`src/xbi_pkg.sv`:
```
// constants and carrier types for the external bus interface
// assumes a single 100 MHz system clock and an internal core requester
// What this block does
// - 14-bit address, line 0 most significant
// - grant floats address, data, strobes, direction
// - serial output on lowest address line, strobe
// - external instruction bit on lowest line
// - 8-bit two-way data bus, MSB first
// - four phases derived from oscillator input
// - inverted phase-3 reference output
// - read direction high while memory returns data
// - memory select low only for memory address
// - write strobe low with valid write data
// - serial input sampled for bit-input instructions
// - request low gives grant after cycle
// - ready low inserts wait states
// - fetch indicator high during instruction fetch cycles
// - interrupt code synchronised internally
// - two byte cycles, lowest line 0 then 1
// - data stays input one cycle after read
// - extra cycle re-presents bit address after grant
package xbi_pkg;
  localparam int ADDR_W   = 14;
  localparam int DATA_W   = 8;
  localparam int WORD_W   = 16;
  localparam int PHASES   = 4;
  localparam int IC_W     = 3;
  localparam logic [1:0] PH3 = 2'h2;
  localparam logic [1:0] PH_LAST = 2'h3;

  // request kinds from the core
  typedef enum logic [2:0] {
    XBI_K_READ  = 3'h0,
    XBI_K_WRITE = 3'h1,
    XBI_K_FETCH = 3'h2,
    XBI_K_BITO  = 3'h3,
    XBI_K_BITI  = 3'h4,
    XBI_K_EXTI  = 3'h5
  } xbi_kind_t;

  // one request word of the core
  typedef struct packed {
    xbi_kind_t           kind;
    logic [ADDR_W-2:0]   addr;  // upper 13 lines; lowest line set per cycle
    logic [WORD_W-1:0]   wdata; // or serial bit in bit 0
  } xbi_req_t;

  localparam int REQ_W = $bits(xbi_req_t);

  typedef enum logic [2:0] {
    XBI_S_IDLE  = 3'h0,
    XBI_S_MEM   = 3'h1,
    XBI_S_TURN  = 3'h2,
    XBI_S_BIT   = 3'h3,
    XBI_S_HOLD  = 3'h4,
    XBI_S_REBIT = 3'h5
  } xbi_state_t;
endpackage

```
`src/xbi_fifo.sv`:
```
// request buffer between the core and the bus sequencer
// assumes one clock; valid/ready on both sides
`timescale 1ns/1ns
`default_nettype none
module xbi_fifo #(
  parameter int WIDTH = 8,
  parameter int DEPTH = 4
) (
  input  wire logic             clk,
  input  wire logic             rst_n,
  input  wire logic             in_valid,
  output logic                  in_ready,
  input  wire logic [WIDTH-1:0] in_data,
  output logic                  out_valid,
  input  wire logic             out_ready,
  output logic      [WIDTH-1:0] out_data
);
  localparam int AW = $clog2(DEPTH);
  logic [WIDTH-1:0] mem [DEPTH];
  logic [AW-1:0]    wr_ptr;
  logic [AW-1:0]    rd_ptr;
  logic [AW:0]      count;
  wire              push = in_valid && in_ready;
  wire              pop  = out_valid && out_ready;

  // full and empty from the occupancy count
  assign in_ready  = (count != (AW+1)'(DEPTH));
  assign out_valid = (count != '0);
  assign out_data  = mem[rd_ptr];

  // storage write
  always_ff @(posedge clk)
  begin
    if (push)
      mem[wr_ptr] <= in_data;
  end

  // pointers and count
  always_ff @(posedge clk or negedge rst_n)
  begin
    if (!rst_n)
    begin
      wr_ptr <= '0;
      rd_ptr <= '0;
      count  <= '0;
    end
    else
    begin
      if (push)
        wr_ptr <= (wr_ptr == AW'(DEPTH-1)) ? '0 : wr_ptr + AW'(1);
      if (pop)
        rd_ptr <= (rd_ptr == AW'(DEPTH-1)) ? '0 : rd_ptr + AW'(1);
      count <= count + (AW+1)'(push) - (AW+1)'(pop);
    end
  end
endmodule
`default_nettype wire

```
`src/xbi_top.sv`:
```
// external bus sequencer: memory byte cycles, serial bit I/O, hold/grant
// assumes SYS_CLK stands for the oscillator input; pins are resynchronised
`timescale 1ns/1ns
`default_nettype none
module xbi_top
  import xbi_pkg::*;
#(
  parameter int FIFO_DEPTH = 4
) (
  input  wire logic              SYS_CLK,
  input  wire logic              RST_N,
  input  wire logic              REQ_VALID,
  output logic                   REQ_READY,
  input  wire logic [REQ_W-1:0]  REQ_DATA,
  output logic                   RSP_VALID,
  output logic      [WORD_W-1:0] RSP_DATA,
  output logic      [ADDR_W-1:0] ADDR_OUT,
  output logic                   ADDR_OE_N,
  output logic      [DATA_W-1:0] DATA_OUT,
  input  wire logic [DATA_W-1:0] DATA_IN,
  output logic                   DATA_OE_N,
  output logic                   MEMORY_SELECT_N,
  output logic                   WRITE_N,
  output logic                   READ_DIRECTION,
  output logic                   CTRL_OE_N,
  output logic                   BITIO_STROBE,
  input  wire logic              BITIO_IN,
  input  wire logic              BUS_REQUEST_N,
  output logic                   BUS_GRANT,
  input  wire logic              READY,
  output logic                   FETCH_INDICATOR,
  output logic                   PHASE3_REF_N,
  input  wire logic [IC_W-1:0]   INT_CODE,
  output logic      [IC_W-1:0]   INT_CODE_SYNC
);
  // phase counter: one phase per input period
  logic [1:0] phase;
  wire        cyc_end = (phase == PH_LAST);

  always_ff @(posedge SYS_CLK or negedge RST_N)
  begin
    if (!RST_N)
      phase <= '0;
    else
      phase <= phase + 2'h1;
  end

  // inverted phase-3 reference
  always_ff @(posedge SYS_CLK or negedge RST_N)
  begin
    if (!RST_N)
      PHASE3_REF_N <= 1'b1;
    else
      PHASE3_REF_N <= !(phase + 2'h1 == PH3);
  end

  // three-stage synchronisers for pin inputs
  localparam int SN = IC_W + 3;
  logic [SN-1:0] s1;
  logic [SN-1:0] s2;
  logic [SN-1:0] s3;
  logic [SN-1:0] sv;
  wire  [SN-1:0] raw = {INT_CODE, BITIO_IN, BUS_REQUEST_N, READY};

  generate
    for (genvar i = 0; i < SN; i++)
    begin : g_sync
      always_ff @(posedge SYS_CLK or negedge RST_N)
      begin
        if (!RST_N)
        begin
          s1[i] <= 1'b1;
          s2[i] <= 1'b1;
          s3[i] <= 1'b1;
          sv[i] <= 1'b1;
        end
        else
        begin
          s1[i] <= raw[i];
          s2[i] <= s1[i];
          s3[i] <= s2[i];
          if (s2[i] == s3[i])
            sv[i] <= s3[i];
        end
      end
    end
  endgenerate

  wire ready_s  = sv[0];
  wire hold_req = !sv[1];
  wire bitin_s  = sv[2];
  assign INT_CODE_SYNC = sv[SN-1:3];

  // request buffer
  logic     q_valid;
  logic     q_ready;
  xbi_req_t q_req;
  logic [REQ_W-1:0] q_raw;
  assign q_req = xbi_req_t'(q_raw);

  xbi_fifo #(.WIDTH(REQ_W), .DEPTH(FIFO_DEPTH)) u_fifo (
    .clk       (SYS_CLK),
    .rst_n     (RST_N),
    .in_valid  (REQ_VALID),
    .in_ready  (REQ_READY),
    .in_data   (REQ_DATA),
    .out_valid (q_valid),
    .out_ready (q_ready),
    .out_data  (q_raw)
  );

  // sequencer state
  xbi_state_t state;
  xbi_state_t next_state;
  xbi_req_t   cur;
  logic       byte_sel;   // lowest address line during memory
  logic       turn_read;  // last cycle was a read
  logic       bit_pend;   // bit transfer interrupted by grant

  wire is_mem  = (cur.kind == XBI_K_READ) || (cur.kind == XBI_K_WRITE)
               || (cur.kind == XBI_K_FETCH);
  wire is_rd   = (cur.kind != XBI_K_WRITE);
  wire q_mem   = (q_req.kind == XBI_K_READ) || (q_req.kind == XBI_K_WRITE)
               || (q_req.kind == XBI_K_FETCH);
  wire mem_act = (state == XBI_S_MEM);
  wire bit_act = (state == XBI_S_BIT);
  wire wait_st = mem_act && !ready_s;
  wire mem_end = mem_act && cyc_end && ready_s && byte_sel;
  wire bit_end = bit_act && cyc_end;
  wire start   = (state == XBI_S_IDLE) && cyc_end && q_valid && !hold_req;

  assign q_ready = start;

  // next-state decode
  always_comb
  begin
    next_state = state;
    case (state)
      XBI_S_IDLE:
        if (cyc_end && hold_req)
          next_state = XBI_S_HOLD;
        else if (start)
          next_state = q_mem ? XBI_S_MEM
                     : (q_req.kind == XBI_K_BITI) ? XBI_S_REBIT // address settles first
                     : XBI_S_BIT;
      XBI_S_MEM:
        if (mem_end)
          next_state = is_rd ? XBI_S_TURN : XBI_S_IDLE;
      XBI_S_TURN:
        if (cyc_end)
          next_state = XBI_S_IDLE;
      XBI_S_BIT:
        if (cyc_end && hold_req)
          next_state = XBI_S_HOLD;
        else if (bit_end)
          next_state = XBI_S_IDLE;
      XBI_S_HOLD:
        if (cyc_end && !hold_req)
          next_state = bit_pend ? XBI_S_REBIT : XBI_S_IDLE;
      XBI_S_REBIT:
        if (cyc_end)
          next_state = XBI_S_BIT;
      default:
        next_state = XBI_S_IDLE;
    endcase
  end

  // state, request capture and byte select
  always_ff @(posedge SYS_CLK or negedge RST_N)
  begin
    if (!RST_N)
    begin
      state     <= XBI_S_IDLE;
      cur       <= '0;
      byte_sel  <= 1'b0;
      bit_pend  <= 1'b0;
      turn_read <= 1'b0;
    end
    else
    begin
      state <= next_state;
      if (start)
        cur <= q_req;
      if (start)
        byte_sel <= 1'b0;
      else if (mem_act && cyc_end && !wait_st)
        byte_sel <= !byte_sel;
      if (bit_act && cyc_end && hold_req)
        bit_pend <= 1'b1;
      else if (state == XBI_S_REBIT)
        bit_pend <= 1'b0;
      turn_read <= mem_end && is_rd;
    end
  end

  // read data capture and serial input sample
  always_ff @(posedge SYS_CLK or negedge RST_N)
  begin
    if (!RST_N)
    begin
      RSP_DATA  <= '0;
      RSP_VALID <= 1'b0;
    end
    else
    begin
      RSP_VALID <= (mem_end && is_rd)
                 || (bit_end && !hold_req && cur.kind == XBI_K_BITI);
      if (mem_act && cyc_end && ready_s && is_rd)
      begin
        if (byte_sel)
          RSP_DATA[DATA_W-1:0] <= DATA_IN;
        else
          RSP_DATA[WORD_W-1:DATA_W] <= DATA_IN;
      end
      if (bit_end && cur.kind == XBI_K_BITI)
        RSP_DATA <= {{(WORD_W-1){1'b0}}, bitin_s};
    end
  end

  // pin drive, registered
  wire bit_show = bit_act || (state == XBI_S_REBIT);
  wire lowline  = mem_act ? byte_sel : cur.wdata[0];
  always_ff @(posedge SYS_CLK or negedge RST_N)
  begin
    if (!RST_N)
    begin
      ADDR_OUT        <= '0;
      DATA_OUT        <= '0;
      MEMORY_SELECT_N <= 1'b1;
      WRITE_N         <= 1'b1;
      READ_DIRECTION  <= 1'b0;
      BITIO_STROBE    <= 1'b0;
      BUS_GRANT       <= 1'b0;
      FETCH_INDICATOR <= 1'b0;
    end
    else
    begin
      ADDR_OUT        <= {cur.addr, lowline};
      DATA_OUT        <= byte_sel ? cur.wdata[DATA_W-1:0]
                                  : cur.wdata[WORD_W-1:DATA_W];
      MEMORY_SELECT_N <= !(mem_act && is_mem);
      WRITE_N         <= !(mem_act && cur.kind == XBI_K_WRITE);
      READ_DIRECTION  <= mem_act && is_rd;
      BITIO_STROBE    <= bit_act && (phase == PH3)
                       && (cur.kind != XBI_K_BITI);
      BUS_GRANT       <= (state == XBI_S_HOLD);
      FETCH_INDICATOR <= mem_act && cur.kind == XBI_K_FETCH;
    end
  end

  // output enables, low while driving
  assign ADDR_OE_N = BUS_GRANT || !(mem_act || bit_show || state == XBI_S_IDLE
                   || state == XBI_S_TURN);
  assign CTRL_OE_N = BUS_GRANT;
  // drive data exactly while the registered write strobe is low
  assign DATA_OE_N = BUS_GRANT || WRITE_N || turn_read;
endmodule
`default_nettype wire

```
`config.mk`:
```
export PLATFORM = sky130hd
export DESIGN_NAME = xbi_top
export DESIGN_NICKNAME = d
export VERILOG_FILES = /design/src/xbi_pkg.sv /design/src/xbi_fifo.sv /design/src/xbi_top.sv
export SDC_FILE = /design/constraint.sdc
export NUM_CORES = 1
export LEC_CHECK = 0
export BUFFER_PORTS_ARGS = -buffer_cell sky130_fd_sc_hd__buf_4
export CAP_MARGIN = 20
export CELL_PAD_IN_SITES_DETAIL_PLACEMENT = 1
export CELL_PAD_IN_SITES_GLOBAL_PLACEMENT = 2
export CORE_UTILIZATION = 39
export CTS_CLUSTER_SIZE = 28
export DETAILED_ROUTE_END_ITERATION = 8
export GPL_TIMING_DRIVEN = 0
export PLACE_DENSITY = 0.7
export SETUP_SLACK_MARGIN = 0.02
export SYNTH_ARGS = -nofsm -noshare
export SYNTH_HDL_FRONTEND = slang
export SYNTH_SLANG_ARGS = --single-unit
```
`constraint.sdc`:
```
create_clock -name SYS_CLK -period 2.7 [get_ports SYS_CLK]
set_input_delay 0.54 -clock SYS_CLK [delete_from_list [all_inputs] [get_ports SYS_CLK]]
set_output_delay 0.54 -clock SYS_CLK [all_outputs]
set_load 0.03 [all_outputs]
```
==> impl_metrics.toml <==
[worst_setup_path]
cp_slowest_cell = "dfrtp_1"
crit_buf_inv = 3
crit_required_ns = 3.16
path_cells = "ha_4, o311ai_4, nor4_4, buf_6, ha_1, inv_1, ha_1, inv_1, fa_1, xnor2_1, xnor2_1"
crit_family = "adder cells"
slowest_delay_ns = 0.41
worstPathArrival_ns = 2.94
start_kind = "register"
crit_type = "register to register"
crit_fanout = 10
endpoint_kind = "register"

[timing]
finalCritPeriodShare = 0.922
whs_ns = 0.132
finalHoldViolCount = 0
slew_headroom = 0.386
fmax_mhz = 402
worstMarginPinSlew_ns = 0.918
period_minus_slack_ns = 2.49
maxSlewViolCount = 0
grt_setup_unrepaired = "false"
finalClockSkew_ns = 0.0230
setup_viol = 0
fin_tns_setup_ns = 0

[synthesis]
yosys.area.top_type = "edfxtp_1"
seq_area_frac_synth = 0.750
synth.avg_cell_area_sq_um = 19.0
synth-seq-cells = 245
synth_top_cell_area_share = 0.424
yosys-top-cells-count = "128 x edfxtp_1, 90 x dfrtp_1, 44 x mux2_2"
synth_edf_count = 128
synth_cell_types = 47
yosysMostFrequentCell = "edfxtp_1"
synth.yosys.warnings = 0
synth-async-reset-ratio = 0.478
synth_fp_nets = 538
synth.area.top_cells = "edfxtp_1 42%, dfrtp_1 25%, mux4_2 7.9%"
syn-cell-area_sq_um = 9070
synth_cells = 478
ys.flop_type = "edfxtp_1"

[layout]
final_cells = 918
final_design_area_no_fill_sq_um = 11200
drive_gt1_frac = 0.422
areaGrowthSynthToFinish_pct = 23.8
postLayoutCoreUtil = 0.495
n_antenna_cell = 0
fillCellCount = 2145
final_nets = 673

[status]
status = "finished, final reports clean"

[clocking]
cts_root_buffer = "clkbuf_16"
insertion_delay_ns = 0.53
clockBufferDepth = 3
clkTransAtPathRegs_ns = 0.06
htreeDepth = 1
cts_tree = "done"
clkSinkCount = 245
numCtsBuffers = 26

[global_routing]
grt_overflow = 0
grt_max_degree = 66
antenna_found_initial = 0
grt_pass1_wl_um = 28500
grt_pass1_vias = 5105
grtUsageTotal = 0.156

[place]
place_area_sq_um = 10300
place_hpwl_um = 11600
place_inst = 869
gp_congestion = 0.799
io_buffers = 101

[die]
dieHeight_um = 155
start_util = 0.400
floorplan.io_pins = 102
rows = 55
dieWidth_um = 155
dieArea_sq_um = 23900
core-area_sq_um = 22700

[detailed_routing]
drt_iter0_drc = 221
route.detailed.wl_per_inst_um = 19.3
viasPerCell = 4.98
remaining_drc_errors = 0
vias = 4568
antenna_left = 0
wirelength_um = 17700
drtPass1Iterations = 6

[power_and_ir_drop]
ir_drop_v = 0.000624
power.density_nw_per_um2 = 1130
leakagePower_nw = 4.39

[hold_path]
hp-class = "input port to register"

[flow_run]
maxCapViolCount = 0
metrics by stage:
| stage | total power [mW] | setup WS, ns |
|---|---|---|
| final | 12.7 | 0.211 |
| after detailed placement | 9.27 | -0.472 |
| after global routing | 13.4 | 0.0317 |
| after CTS | 12.9 | 0.0940 |
| after floorplan | 7.85 | 0.0269 |
| after global placement | 9.08 | -0.418 |
what timing repair did:
action | 4_1_cts | 5_1_grt
hold endpoints to repair | 29 | 0
pin swaps | 1 | 0
hold buffers | 1 | 0
resized for setup | 0 | 1
setup endpoints to repair | 2 | 1
setup buffers | 1 | 0
cells in the final DEF (no fill, tap or decap), types with 16 or more instances in the layout:
cell	count
clkbuf_16	26
edfxtp_1	128
dfstp_2	27
mux2i_1	16
dfrtp_1	90
mux2_2	44
mux4_2	32
buf_4	106
clkbuf_1	18
nor2_1	23
report_power, final:
| part | internal (mW) | switching [mW] |
|---|---|---|
| Sequential | 5.04 | 0.498 |
| Clock | 2.22 | 1.40 |
| Combinational | 1.60 | 1.97 |
final timing paths:
path	startpoint	end	slack [ns]	depth (start not counted)
worst max register to register	phase[1]	u_fifo.count[2]	0.21	11
min in group asynchronous	RST_N	cur[26]	0.55	2
worst min-delay path	BITIO_IN	s1[2]	0.13	1
worst min register to register	s1[5]	s2[5]	0.36	0
max in group asynchronous	RST_N	s1[0]	1.37	3
worst max-delay path	phase[1]	u_fifo.count[2]	0.21	11
state kept, by name, summed over array words and instances, names as in the netlist, 2 cells and up:
name	count
INT_CODE_SYNC	3
u_fifo.rd_ptr	2
ADDR_OUT	14
RSP_DATA	16
state	3
s1	6
cur	32
s2	6
s3	6
u_fifo.wr_ptr	2
u_fifo.count	3
u_fifo.mem	128
phase	2
DATA_OUT	8
logic make-up after synthesis:
kind of cell / synth area share
AO/OA/AOI/OAI: 0.0152
XOR/XNOR: 0.00193
AND/OR/NAND/NOR: 0.0375
buffers and inverters: 0.0189
multiplexers: 0.153
flip-flops: 0.750
adder cells (fa/ha/maj): 0.0237
routing by layer:
| metal | up-vias | global-route usage | share of wire |
|---|---|---|---|
| li1 | 2068 | - | - |
| met1 | 2377 | 0.199 | 0.43 |
| met2 | 94 | 0.270 | 0.50 |
| met3 | 29 | 0.0331 | 0.044 |
| met4 | 0 | 0.0387 | 0.020 |
| met5 | - | 0 | 0 |
final cells by class:
| class | count | area (sq um) | share of cell area |
|---|---|---|---|
| flip-flops and latches | 245 | 6810 | 0.606 |
| multi-input cells | 196 | 2130 | 0.190 |
| repair buffers | 108 | 887 | 0.0790 |
| clock buffers | 38 | 716 | 0.0637 |
| plain buffers | 22 | 121 | 0.0108 |
| inverters | 14 | 52.6 | 0.00468 |
| well taps | 285 | 357 | 0.0317 |
| clock inverters | 10 | 161 | 0.0144 |
Power figures use the tool's default switching activity.
